$ cat src/design/shadow_pkg.sv
// Constants shared by the serial port shadow control block and its queue.
package shadow_pkg;

  // ----------------------------------------------------------------------
  // Register byte addresses
  // ----------------------------------------------------------------------
  localparam logic [31:0] ADDR_DATA = 32'h50001100;
  localparam logic [31:0] ADDR_QUEUE_CTL = 32'h50001108;
  localparam logic [31:0] ADDR_LINE_CTL = 32'h5000110c;
  localparam logic [31:0] ADDR_MODEM_CTL = 32'h50001110;
  localparam logic [31:0] ADDR_STATUS = 32'h50001114;
  localparam logic [31:0] ADDR_BREAK_ALIAS = 32'h50001190;
  localparam logic [31:0] ADDR_DMA_ALIAS = 32'h50001194;
  localparam logic [31:0] ADDR_QEN_ALIAS = 32'h50001198;
  localparam logic [31:0] ADDR_RXTRIG_ALIAS = 32'h5000119c;

  // ----------------------------------------------------------------------
  // Field positions and reset values
  // ----------------------------------------------------------------------
  localparam int BRK_BIT = 6;
  localparam int LOOP_BIT = 4;
  localparam int IR_BIT = 6;
  localparam int QEN_BIT = 0;
  localparam int RXF_BIT = 1;
  localparam int TXF_BIT = 2;
  localparam int DMA_BIT = 3;
  localparam int ST_TXFULL = 0;
  localparam int ST_TXEMPTY = 1;
  localparam int ST_RXAVAIL = 2;
  localparam int ST_BREAK = 3;
  localparam int ST_OVERRUN = 4;
  localparam int ST_LINE = 5;
  localparam logic [7:0] CTL_RESET = 8'h00;
  localparam logic [7:0] BRK_MASK = 8'h40;
  localparam logic [7:0] QEN_MASK = 8'h01;
  localparam logic [7:0] DMA_MASK = 8'h08;
  localparam logic [7:0] FLUSH_MASK = 8'h06;

  // ----------------------------------------------------------------------
  // Datapath sizes and timing counts
  // ----------------------------------------------------------------------
  localparam int CHAR_W = 8;
  localparam int QUEUE_DEPTH = 8;
  localparam int BIT_CYCLES_DEF = 16;
  localparam int IR_PULSE_DEF = 3;
  localparam int RX_BURST_DEF = 4;

endpackage : shadow_pkg

$ cat src/design/queue_buffer.sv
// Flip-flop FIFO with valid/ready on both sides and a pointer flush.
`timescale 1ns/1ps
module queue_buffer #(
  parameter int WIDTH = 8,
  parameter int DEPTH = 8
) (
  input wire logic pclk,
  input wire logic presetn,
  input wire logic flush,
  input wire logic in_valid,
  output logic in_ready,
  input wire logic [WIDTH-1:0] in_data,
  output logic out_valid,
  input wire logic out_ready,
  output logic [WIDTH-1:0] out_data,
  output logic [$clog2(DEPTH):0] level
);
  localparam int AW = $clog2(DEPTH);

  logic [WIDTH-1:0] mem_r [DEPTH];
  logic [AW-1:0] wptr_r;
  logic [AW-1:0] rptr_r;
  logic [AW:0] cnt_r;
  logic push;
  logic pop;

  // Handshakes; full and empty come from the occupancy count.
  assign in_ready = (cnt_r != (AW+1)'(DEPTH));
  assign out_valid = (cnt_r != '0);
  assign push = in_valid & in_ready;
  assign pop = out_valid & out_ready;
  assign out_data = mem_r[rptr_r];
  assign level = cnt_r;

  // Pointers and count; a flush empties the queue, storage is kept.
  always_ff @(posedge pclk or negedge presetn) begin
    if (!presetn) begin
      wptr_r <= '0;
      rptr_r <= '0;
      cnt_r <= '0;
    end else if (flush) begin
      wptr_r <= '0;
      rptr_r <= '0;
      cnt_r <= '0;
    end else begin
      if (push) begin
        wptr_r <= (wptr_r == AW'(DEPTH-1)) ? '0 : wptr_r + 1'b1;
      end
      if (pop) begin
        rptr_r <= (rptr_r == AW'(DEPTH-1)) ? '0 : rptr_r + 1'b1;
      end
      cnt_r <= cnt_r + (AW+1)'(push) - (AW+1)'(pop);
    end
  end

  // Storage is written only; it is not cleared by reset or flush.
  always_ff @(posedge pclk) begin
    if (push) begin
      mem_r[wptr_r] <= in_data;
    end
  end

endmodule : queue_buffer

$ cat src/design/uart_shadow_control.sv
// Serial port with break, DMA mode and queue enable shadow aliases.
`timescale 1ns/1ps
module uart_shadow_control
  import shadow_pkg::*;
#(
  parameter int BIT_CYCLES = BIT_CYCLES_DEF,
  parameter int IR_PULSE = IR_PULSE_DEF,
  parameter int RX_BURST = RX_BURST_DEF
) (
  input wire logic pclk,
  input wire logic presetn,
  input wire logic psel,
  input wire logic penable,
  input wire logic pwrite,
  input wire logic [31:0] paddr,
  input wire logic [31:0] pwdata,
  output logic [31:0] prdata,
  output logic pready,
  output logic pslverr,
  input wire logic sin,
  output logic sout,
  output logic sir_out_n,
  output logic dma_tx_req_n,
  output logic dma_rx_req_n
);
  localparam int CW = $clog2(BIT_CYCLES);
  localparam int LW = $clog2(QUEUE_DEPTH) + 1;

  typedef enum logic [1:0] {idle_s, start_s, data_s, stop_s} ser_type;

  // ----------------------------------------------------------------------
  // Bus slave
  // ----------------------------------------------------------------------

  function automatic logic hit(input logic [31:0] a, input logic [31:0] r);
    hit = (a == r);
  endfunction : hit

  logic [7:0] line_control_r, line_control_nxt;
  logic [7:0] modem_control_r, modem_control_nxt;
  logic [7:0] queue_control_r, queue_control_nxt;
  logic break_seen_r, overrun_r;
  logic [31:0] prdata_r, rd_val;
  logic pready_r, pslverr_r;
  logic wr_done, rd_done, rd_cap;
  logic h_data, h_qctl, h_line, h_modem, h_stat;
  logic h_brk, h_dma, h_qen, h_rtrig, h_any;
  logic brk, loop, ir, qen, dma_mode;
  logic tx_flush, rx_flush, qen_fall;
  logic tx_in_ready, tx_in_ok, tx_valid, tx_pop, tx_empty;
  logic rx_in_ready, rx_in_ok, rx_valid, rx_push;
  logic [CHAR_W-1:0] tx_data, rx_data;
  logic [LW-1:0] tx_level, rx_level;
  logic [7:0] status;
  logic [CHAR_W-1:0] rx_shift_r;
  logic rx_line, samp, rx_brk_evt;

  // Address decode and transfer phases; the access phase takes two cycles.
  assign h_data = hit(paddr, ADDR_DATA);
  assign h_qctl = hit(paddr, ADDR_QUEUE_CTL);
  assign h_line = hit(paddr, ADDR_LINE_CTL);
  assign h_modem = hit(paddr, ADDR_MODEM_CTL);
  assign h_stat = hit(paddr, ADDR_STATUS);
  assign h_brk = hit(paddr, ADDR_BREAK_ALIAS);
  assign h_dma = hit(paddr, ADDR_DMA_ALIAS);
  assign h_qen = hit(paddr, ADDR_QEN_ALIAS);
  assign h_rtrig = hit(paddr, ADDR_RXTRIG_ALIAS);
  assign h_any = h_data | h_qctl | h_line | h_modem | h_stat | h_brk
               | h_dma | h_qen | h_rtrig;
  assign rd_cap = psel & penable & ~pready_r;
  assign wr_done = psel & penable & pready_r & pwrite & h_any;
  assign rd_done = psel & penable & pready_r & ~pwrite;

  // Mode bits taken from the shared control storage.
  assign brk = line_control_r[BRK_BIT];
  assign loop = modem_control_r[LOOP_BIT];
  assign ir = modem_control_r[IR_BIT];
  assign qen = queue_control_r[QEN_BIT];
  assign dma_mode = queue_control_r[DMA_BIT];

  // Control writes; the break, DMA and enable aliases each write one bit of the shared storage only.
  assign line_control_nxt =
    (wr_done & h_line) ? pwdata[7:0] :
    (wr_done & h_brk) ? ((line_control_r & ~BRK_MASK) |
                         ({8{pwdata[0]}} & BRK_MASK)) :
    line_control_r;
  assign modem_control_nxt = (wr_done & h_modem) ? pwdata[7:0]
                                                 : modem_control_r;
  assign queue_control_nxt =
    (wr_done & h_qctl) ? (pwdata[7:0] & ~FLUSH_MASK) :
    (wr_done & h_dma) ? ((queue_control_r & ~DMA_MASK) |
                         ({8{pwdata[0]}} & DMA_MASK)) :
    (wr_done & h_qen) ? ((queue_control_r & ~QEN_MASK) |
                         ({8{pwdata[0]}} & QEN_MASK)) :
    queue_control_r;

  // Queue resets: enable falling, or the self-clearing flush bits.
  assign qen_fall = queue_control_r[QEN_BIT] & ~queue_control_nxt[QEN_BIT];
  assign tx_flush = qen_fall |
                    (wr_done & h_qctl & pwdata[TXF_BIT]);
  assign rx_flush = qen_fall |
                    (wr_done & h_qctl & pwdata[RXF_BIT]);

  // Read data; alias upper bits and the trigger alias read as zero.
  assign status = {2'b00, rx_line, overrun_r, break_seen_r, rx_valid,
                   tx_empty, ~tx_in_ready};
  assign rd_val =
    h_data ? {{(32-CHAR_W){1'b0}}, rx_data} :
    h_qctl ? {24'h000000, queue_control_r} :
    h_line ? {24'h000000, line_control_r} :
    h_modem ? {24'h000000, modem_control_r} :
    h_stat ? {24'h000000, status} :
    h_brk ? {31'h00000000, brk} :
    h_dma ? {31'h00000000, dma_mode} :
    h_qen ? {31'h00000000, qen} :
    32'h00000000;

  // Control registers reset to zero.
  always_ff @(posedge pclk or negedge presetn) begin
    if (!presetn) begin
      line_control_r <= CTL_RESET;
      modem_control_r <= CTL_RESET;
      queue_control_r <= CTL_RESET;
    end else begin
      line_control_r <= line_control_nxt;
      modem_control_r <= modem_control_nxt;
      queue_control_r <= queue_control_nxt;
    end
  end

  // Bus answer: ready, data and error all come from flip-flops.
  always_ff @(posedge pclk or negedge presetn) begin
    if (!presetn) begin
      pready_r <= 1'b0;
      pslverr_r <= 1'b0;
      prdata_r <= 32'h00000000;
    end else begin
      pready_r <= rd_cap;
      pslverr_r <= rd_cap & ~h_any;
      if (rd_cap) begin
        prdata_r <= rd_val;
      end
    end
  end

  // Sticky flags; a new event wins over a clear in the same cycle.
  always_ff @(posedge pclk or negedge presetn) begin
    if (!presetn) begin
      break_seen_r <= 1'b0;
      overrun_r <= 1'b0;
    end else begin
      break_seen_r <= rx_brk_evt |
        (break_seen_r & ~(wr_done & h_stat & pwdata[ST_BREAK]));
      overrun_r <= (rx_push & ~rx_in_ok) |
        (overrun_r & ~(wr_done & h_stat & pwdata[ST_OVERRUN]));
    end
  end

  // ----------------------------------------------------------------------
  // Queues
  // ----------------------------------------------------------------------

  // With queues disabled each side holds a single character.
  assign tx_in_ok = qen ? tx_in_ready : tx_empty;
  assign rx_in_ok = qen ? rx_in_ready : ~rx_valid;
  assign tx_empty = (tx_level == '0);

  queue_buffer #(.WIDTH(CHAR_W), .DEPTH(QUEUE_DEPTH)) send_queue (
    .pclk(pclk),
    .presetn(presetn),
    .flush(tx_flush),
    .in_valid(wr_done & h_data & tx_in_ok),
    .in_ready(tx_in_ready),
    .in_data(pwdata[CHAR_W-1:0]),
    .out_valid(tx_valid),
    .out_ready(tx_pop),
    .out_data(tx_data),
    .level(tx_level)
  );

  queue_buffer #(.WIDTH(CHAR_W), .DEPTH(QUEUE_DEPTH)) receive_queue (
    .pclk(pclk),
    .presetn(presetn),
    .flush(rx_flush),
    .in_valid(rx_push & rx_in_ok),
    .in_ready(rx_in_ready),
    .in_data(rx_shift_r),
    .out_valid(rx_valid),
    .out_ready(rd_done & h_data),
    .out_data(rx_data),
    .level(rx_level)
  );

  // ----------------------------------------------------------------------
  // Transmitter
  // ----------------------------------------------------------------------

  ser_type tx_st_r;
  logic [CW-1:0] bcnt_r;
  logic [2:0] tx_idx_r;
  logic [CHAR_W-1:0] tx_shift_r;
  logic tick, ser_bit, tx_line;
  logic sout_r, sir_n_r;

  // Bit timing, serial bit and the break override of the line.
  assign tick = (bcnt_r == CW'(BIT_CYCLES-1));
  assign tx_pop = (tx_st_r == idle_s) & tx_valid & tick;
  assign ser_bit = (tx_st_r == start_s) ? 1'b0 :
                   (tx_st_r == data_s) ? tx_shift_r[0] : 1'b1;
  assign tx_line = brk ? 1'b0 : ser_bit;

  // Frame sequencer: start, eight data bits LSB first, one stop bit.
  always_ff @(posedge pclk or negedge presetn) begin
    if (!presetn) begin
      bcnt_r <= '0;
      tx_st_r <= idle_s;
      tx_idx_r <= 3'h0;
      tx_shift_r <= '0;
    end else begin
      bcnt_r <= tick ? '0 : bcnt_r + 1'b1;
      if (tick) begin
        case (tx_st_r)
          idle_s: if (tx_valid) begin
            tx_shift_r <= tx_data;
            tx_st_r <= start_s;
          end
          start_s: begin
            tx_idx_r <= 3'h0;
            tx_st_r <= data_s;
          end
          data_s: begin
            tx_shift_r <= tx_shift_r >> 1;
            tx_idx_r <= tx_idx_r + 1'b1;
            if (tx_idx_r == 3'h7) begin
              tx_st_r <= stop_s;
            end
          end
          default: tx_st_r <= idle_s;
        endcase
      end
    end
  end

  // Pins: loopback parks the line idle; infrared pulses each low bit.
  always_ff @(posedge pclk or negedge presetn) begin
    if (!presetn) begin
      sout_r <= 1'b1;
      sir_n_r <= 1'b1;
    end else begin
      sout_r <= loop | tx_line;
      sir_n_r <= ~(ir & ~loop & ~tx_line &
                   (bcnt_r < CW'(IR_PULSE)));
    end
  end

  // ----------------------------------------------------------------------
  // Receiver
  // ----------------------------------------------------------------------

  ser_type rx_st_r;
  logic [CW-1:0] rcnt_r;
  logic [2:0] rx_idx_r;

  // Loopback feeds the internal line, break included, to the receiver.
  assign rx_line = loop ? tx_line : sin;
  assign samp = (rcnt_r == '0) & (rx_st_r != idle_s);
  assign rx_push = samp & (rx_st_r == stop_s) & rx_line;
  assign rx_brk_evt = samp & (rx_st_r == stop_s) & ~rx_line &
                      (rx_shift_r == '0);

  // Mid-bit sampler; a low stop bit after zero data marks a break.
  always_ff @(posedge pclk or negedge presetn) begin
    if (!presetn) begin
      rx_st_r <= idle_s;
      rcnt_r <= '0;
      rx_idx_r <= 3'h0;
      rx_shift_r <= '0;
    end else begin
      if (rx_st_r == idle_s) begin
        rcnt_r <= CW'(BIT_CYCLES/2);
      end else begin
        rcnt_r <= samp ? CW'(BIT_CYCLES-1) : rcnt_r - 1'b1;
      end
      case (rx_st_r)
        idle_s: if (!rx_line) begin
          rx_st_r <= start_s;
        end
        start_s: if (samp) begin
          rx_idx_r <= 3'h0;
          rx_st_r <= rx_line ? idle_s : data_s;
        end
        data_s: if (samp) begin
          rx_shift_r <= {rx_line, rx_shift_r[CHAR_W-1:1]};
          rx_idx_r <= rx_idx_r + 1'b1;
          if (rx_idx_r == 3'h7) begin
            rx_st_r <= stop_s;
          end
        end
        stop_s: if (samp) begin
          rx_st_r <= idle_s;
        end
        default: rx_st_r <= idle_s;
      endcase
    end
  end

  // ----------------------------------------------------------------------
  // DMA requests
  // ----------------------------------------------------------------------

  logic dtx_n_r, drx_n_r;

  // Mode 0: single requests; mode 1: burst requests by level.
  always_ff @(posedge pclk or negedge presetn) begin
    if (!presetn) begin
      dtx_n_r <= 1'b1;
      drx_n_r <= 1'b1;
    end else begin
      dtx_n_r <= dma_mode ? ~tx_in_ok : ~tx_empty;
      drx_n_r <= dma_mode ? ~(rx_level >= LW'(RX_BURST))
                          : ~rx_valid;
    end
  end

  assign prdata = prdata_r;
  assign pready = pready_r;
  assign pslverr = pslverr_r;
  assign sout = sout_r;
  assign sir_out_n = sir_n_r;
  assign dma_tx_req_n = dtx_n_r;
  assign dma_rx_req_n = drx_n_r;

  // ----------------------------------------------------------------------
  // Assertions
  // ----------------------------------------------------------------------

  localparam int IR_WIN = 64;
endmodule : uart_shadow_control

$ cat config.mk
export PLATFORM = sky130hd
export DESIGN_NAME = uart_shadow_control
export DESIGN_NICKNAME = d
export VERILOG_FILES = /design/src/design/shadow_pkg.sv /design/src/design/queue_buffer.sv /design/src/design/uart_shadow_control.sv
export SDC_FILE = /design/constraint.sdc
export NUM_CORES = 1
export LEC_CHECK = 0
export BUFFER_PORTS_ARGS = -buffer_cell sky130_fd_sc_hd__buf_4
export CELL_PAD_IN_SITES_DETAIL_PLACEMENT = 2
export CELL_PAD_IN_SITES_GLOBAL_PLACEMENT = 2
export CORE_UTILIZATION = 30
export CTS_CLUSTER_SIZE = 20
export DETAILED_ROUTE_END_ITERATION = 12
export GPL_ROUTABILITY_DRIVEN = 1
export GPL_TIMING_DRIVEN = 0
export PLACE_DENSITY_LB_ADDON = 0.1
export REMOVE_ABC_BUFFERS = 1
export SKIP_LAST_GASP = 1
export SLEW_MARGIN = 20
export SYNTH_ARGS = -nofsm -noshare
export SYNTH_HDL_FRONTEND = slang
export SYNTH_HIERARCHICAL = 1
export SYNTH_SLANG_ARGS = --single-unit
$ cat constraint.sdc
create_clock -name pclk -period 5.1 [get_ports pclk]
set_clock_uncertainty 0.1 [all_clocks]
set_input_delay 0 -clock pclk [delete_from_list [all_inputs] [get_ports pclk]]
set_output_delay 0 -clock pclk [all_outputs]
set_load 0.005 [all_outputs]
---- Word-level counts from Yosys, hierarchy flattened ----
Memory sizes are Yosys's and may differ from the RTL's.
Cells that the tools add are included.
Widths: inputs -> output; s select.
storage, ports and cells
  register bits after elaboration ......... 118
  memory bits (writable) .................. 128
  input bits .............................. 70
  word-level logic and storage cells ...... 226
  memories ................................ 2
memories
  memory               depth  bits a word  read ports  clocked after memory_dff  write ports  line                RTL
  receive_queue.mem_r  8      8            1           0                         1            queue_buffer.sv:20  logic [WIDTH-1:0] mem_r [DEPTH];
  send_queue.mem_r     8      8            1           0                         1            queue_buffer.sv:20
operators by class
  add/sub/neg operators ................... 12
  $lt $le $gt $ge ......................... 2
  equal/unequal tests ..................... 30
  multiplexer cells ....................... 58
  bitwise operators ....................... 72
  reduce and logical (&&, ||, !) cells .... 23
operators with widths
  cell                  count
  $eq 32x31->1 const B  9
  $mux 8                10
  $mux 3                14
  $and 1x1->1           40
  $mux 4                5
  $add 3x1->3 const B   6
  $eq 3x3->1 const B    6
  $reduce_bool 2->1     9
  $mux 2                8
  $not 1->1             16
  $pmux 8 s2            1
  $mux 1                15
  $or 1x1->1            13
  $pmux 3 s2            2
  $ne 2x2->1 const B    5
  $reduce_and 3->1      3
  $add 4x1->4           2
  $logic_not 4->1       2
  $logic_not 8->1       1
  $ne 4x4->1 const B    2
  $or 8x1->8            1
  $or 8x4->8            1
  $or 8x7->8            1
  $pmux 2 s4            1
  16 further kinds      24

---- Depth between registers and ports, before layout ----
  word-level depth ........................ 18
  gate-level depth with buffers ........... 14

---- Cells and area by module ----
The synthesis kept the hierarchy.
by module, submodules not included
  module                        instances  cells each  area an instance (µm²)  sequential area each (µm²)
  uart_shadow_control           1          392         3952.5                  1806.7
  queue_buffer (send_queue)     1          168         3161.8                  2172.1
  queue_buffer (receive_queue)  1          168         3135.5                  2172.1

---- Worst setup path after synthesis ----
Ideal clock, no wire load.
  path kind ............................... register to register
  from .................................... register receive_queue.cnt_r[2], in the netlist receive_queue/level[2]
  to ...................................... memory receive_queue.mem_r[0][0], enable pin
  setup time .............................. 0.383 ns
  arrival ................................. 2.681 ns
  slack ................................... 1.936 ns
  cell stages (with the launch flop) ...... 10
  buffers on the path ..................... 0
  period minus slack after synthesis ...... 3.164 ns
  path through ............................ dfrtp_1 inv_1 ha_1 nor3b_1 inv_1 o21ai_0 and3b_1 inv_1 or3_1 nor3_1
on the way
  longest elaborated chain between the ends .. 7
  elaborated cells on any way between the ends .. 8
  those cells by class .................... eq/ne: 1; mux: 3; bitwise: 3; reduce/logical: 1
ends and longest elaborated chain
  item                          line                        RTL
  start, declared               queue_buffer.sv:23          logic [AW:0] cnt_r;
  start signal, assigned        queue_buffer.sv:52          cnt_r <= cnt_r + (AW+1)'(push) - (AW+1)'(pop);
  $reduce_bool 4->1             queue_buffer.sv:29          assign out_valid = (cnt_r != '0);
  net rx_valid                  uart_shadow_control.sv:51   logic rx_in_ready, rx_in_ok, rx_valid, rx_push;
  $not 1->1                     uart_shadow_control.sv:165  assign rx_in_ok = qen ? rx_in_ready : ~rx_valid;
  $mux 1                        uart_shadow_control.sv:165
  $and 1x1->1                   uart_shadow_control.sv:185  .in_valid(rx_push & rx_in_ok),
  $and 1x1->1                   queue_buffer.sv:30          assign push = in_valid & in_ready;
  $mux 1                        queue_buffer.sv:58          if (push) begin
  $mux 1 (not written as such)  queue_buffer.sv:59          mem_r[wptr_r] <= in_data;
  end, declared                 queue_buffer.sv:20
The timed path passes the listed nets, and every way through them passes these cells.

---- Final worst setup path ----
  from .................................... input paddr[23]
  to ...................................... memory send_queue.mem_r[2][7], enable pin
on the way
  longest elaborated chain between the ends .. 15
  elaborated cells on any way between the ends .. 23
  those cells by class .................... eq/ne: 9; mux: 2; bitwise: 12
ends and longest elaborated chain
  item                              line                        RTL
  start, declared                   uart_shadow_control.sv:15   input wire logic [31:0] paddr,
  $eq 32x31->1                      uart_shadow_control.sv:36   hit = (a == r);
  $or 1x1->1 (5 in series)          uart_shadow_control.sv:68   assign h_any = h_data | h_qctl | h_line | h_modem | h_stat | h_brk
  $or 1x1->1 (3 in series)          uart_shadow_control.sv:69   | h_dma | h_qen | h_rtrig;
  $and 1x1->1                       uart_shadow_control.sv:71   assign wr_done = psel & penable & pready_r & pwrite & h_any;
  $and 1x1->1 (*) (2 in series)     uart_shadow_control.sv:172  .in_valid(wr_done & h_data & tx_in_ok),
  $and 1x1->1 (*)                   queue_buffer.sv:30
  $mux 1 (*)                        queue_buffer.sv:58
  $mux 1 (not written as such) (*)  queue_buffer.sv:59
  end, declared                     queue_buffer.sv:20
Every way passes the cells marked *; elsewhere a longest branch is shown, timed or not.

==> metrics.yaml <==
outcome:
  status: "completed"
grt:
  grt_pass1_vias: 7201
  grt_overflow: 0
  grt_usage: 0.160
  antenna_found_initial: 0
  use_met1: 0.202
  gr-max-usage-layer: "met2"
  grt_pass1_wl_um: 43100
  grt_max_degree: 93
  grtUsageMet3: 0.0210
  grtUsageMet2: 0.284
final_layout:
  layout_common_cells: "128 x edfxtp_1, 88 x dfrtp_1, 62 x buf_4, 45 x nor2_1, 44 x mux2_2"
  drive_gt1_frac: 0.207
  finalNetCount: 916
  final_common_cell: "edfxtp_1"
  stdcell_count: 1284
  synthToLayoutAreaGrowth_pct: 19.1
clocking:
  path_clk_slew_ns: 0.06
  cts_buffers: 26
  cts_tree: "built"
  cts_buffer_depth: 3
  htree_levels: 1
  cts_sinks: 220
  worstSkewPairLatency_ns: 0.53
  clockRootBuffer: "clkbuf_16"
floorplan:
  die-width_um: 187
  core_area_um2: 33600
  fp-row-count: 67
  start_util: 0.305
  die_area_um2: 34900
  die_h_um: 187
  io_pins: 108
critical_path:
  cp-start-kind: "primary input"
  r2r_slack_ns: 1.02
  r2r_start: "receive_queue/level[2]"
  r2r-end: "receive_queue/mem_r[4][5]"
  required_ns: 5.15
  worst-r2r-cell-count: 9
  critPathKind: "in -> reg"
  end_kind: "flop"
  worstPathArrival_ns: 4.86
  worstPathMaxFanout: 8
synthesis:
  synthDistinctLibCells: 67
  syn_area_per_cell_um2: 14.1
  ys_seq_elements: 220
  yosysWarningCount: 6
  synth.cell_area_um2: 10200
  ys_seq_area_frac: 0.600
  synthCells: 728
  synth_edf_count: 128
  async_flop_share: 0.418
  ys_dominant_reg_cell: "edfxtp_1"
pwr:
  p_total_uw: 3930
  vdd_drop_max_mv: 0.192
  power_leakage_uw: 0.00494
  power.density_nw_per_um2: 322
worst_hold_path:
  min_path_type: "in -> async"
route:
  drtIter0Drc: 149
  dr_total_vias: 6364
  post_drt_wl_per_cell_um: 21.3
  firstDrtPassIters: 4
  ant_nets: 0
  viasPerCell: 4.96
  routed_wl_um: 27300
  drc_errors: 0
timing:
  drv_slew: 0
  fin_crit_ns: 4.81
  finalHoldViolations: 0
  rsz0062_at_grt: "yes"
  setup_viol: 0
  relSlewSlack: 0.302
  final_min_period_over_clock_period: 0.944
  max_freq_ghz: 0.208
  worst_slew_pin_slew_ns: 1.05
placed_design:
  placement.io_buffers: 59
  dp.cells: 1210
  dp_hpwl_um: 18700
  place.gp.congestion: 0.746
run:
  maxCapViolCount: 0
==> cell families (layout without fill, tap and decap cells) <==
group / Yosys count / count (layout) / share of synthesized area
DFF: 220 / 220 / 0.600
and+or+nand+nor: 198 / 198 / 0.106
muxes: 88 / 88 / 0.142
other: 1 / 25 / 0.000366
buffers and inverters: 80 / 164 / 0.0439
AOI/OAI and AO/OA: 106 / 106 / 0.0648
adders and majority gates: 31 / 31 / 0.0393
xor gates and xnor gates: 4 / 4 / 0.00342
==> critical path, stage by stage <==
cell,delay (ns)
dlygate4sd3_1,0.54
buf_4,0.13
nor4_1,0.27
dlygate4sd3_1,0.59
nand3_1,0.06
dlygate4sd3_1,0.58
nor2_1,0.37
nand3_1,0.29
nor3_1,0.61
inv_1,0.20
or3_1,0.51
nor2_1,0.69
==> how the worst max path moves through the flow <==
stage / startpoint / to
3_5_place_dp: receive_queue/level[2] / receive_queue/mem_r[4][0]
2_1_floorplan: receive_queue/level[2] / receive_queue/mem_r[0][0]
4_1_cts: paddr[23] / send_queue/mem_r[4][6]
3_3_place_gp: receive_queue/level[2] / receive_queue/mem_r[0][0]
6_report: paddr[23] / send_queue/mem_r[2][7]
5_1_grt: paddr[23] / send_queue/mem_r[6][5]
==> final cells by class <==
class | instances | area, um^2
antenna | 1 | 2.50
clock buffer | 29 | 662
clock inverter | 19 | 236
fill | 3423 | 21400
inverter | 28 | 105
multi-input combinational | 451 | 3770
sequential | 220 | 6150
tap | 448 | 561
timing repair buffer | 88 | 727
==> synthesized netlist by cell type (all sizes together), types with 3 or more instances <==
| cell | instances | share of area |
|---|---|---|
| mux2 | 44 | 0.048 |
| mux2i | 12 | 0.012 |
| nor4b | 4 | 0.0046 |
| o21ai | 37 | 0.018 |
| a222oi | 3 | 0.0029 |
| nand2b | 20 | 0.012 |
| nand3 | 16 | 0.0078 |
| dfrtp | 88 | 0.21 |
| buf | 34 | 0.027 |
| a221o | 4 | 0.0039 |
| nor3b | 3 | 0.0022 |
| or3 | 4 | 0.0024 |
| nand3b | 4 | 0.0029 |
| o22a | 3 | 0.0026 |
| dfstp | 4 | 0.010 |
| and2 | 4 | 0.0024 |
| nor2b | 9 | 0.0055 |
| and3 | 8 | 0.0049 |
| edfxtp | 128 | 0.38 |
| a21oi | 31 | 0.015 |
| clkbuf | 18 | 0.0066 |
| or2 | 3 | 0.0021 |
| nand4 | 4 | 0.0024 |
| xnor2 | 3 | 0.0026 |
| nor4 | 9 | 0.0055 |
| nor3 | 11 | 0.0087 |
| a22oi | 3 | 0.0022 |
| nand2 | 41 | 0.015 |
| mux4 | 32 | 0.082 |
| ha | 29 | 0.035 |
| o31ai | 4 | 0.0029 |
| nor2 | 46 | 0.017 |
| inv | 28 | 0.010 |
==> repair_timing <==
item,in CTS,in global routing
hold endpoints to repair,191,0
setup buffers,0,0
endpoints found under the setup margin,0,24
resized for setup,0,1
hold buffers,25,0
==> state kept, by name, indices dropped and copies added, names as in the netlist, 4 cells and up <==
register and count:
line_control_r 8, queue_control_r 6, send_queue/level 4, receive_queue/level 4, bcnt_r 4, prdata 8
receive_queue/mem_r 64, tx_shift_r 8, rx_shift_r 8, rcnt_r 4, modem_control_r 8, send_queue/mem_r 64
==> power breakdown <==
part / switching [uW] / leakage (uW) / internal (uW)
clock network: 746 / 0.000440 / 1190
registers: 5.75 / 0.00242 / 1890
logic: 62.1 / 0.00208 / 42.8
==> metal layers <==
layer | up-vias | routed length, um
met4 | 0 | 858
met3 | 47 | 703
met2 | 114 | 13700
met1 | 3309 | 12000
li1 | 2894 | -
met5 | - | 0
==> through the flow <==
stage                     hold WS [ns]  setup TNS (ns)  utilization  worst slack, ns  instance area (um^2)
final                           0.0162               0        0.363            0.285                 12200
after global routing            0.0606           -2.13        0.363           -0.139                 12200
after CTS                       0.0217               0        0.363            0.210                 12200
after detailed placement        0.0213               0        0.329            0.924                 11100
after global placement           0.186               0        0.327            0.612                 11000
after floorplan                 -0.396               0            -             1.94                  9990
Note: power is estimated with default switching activity, not from simulation.
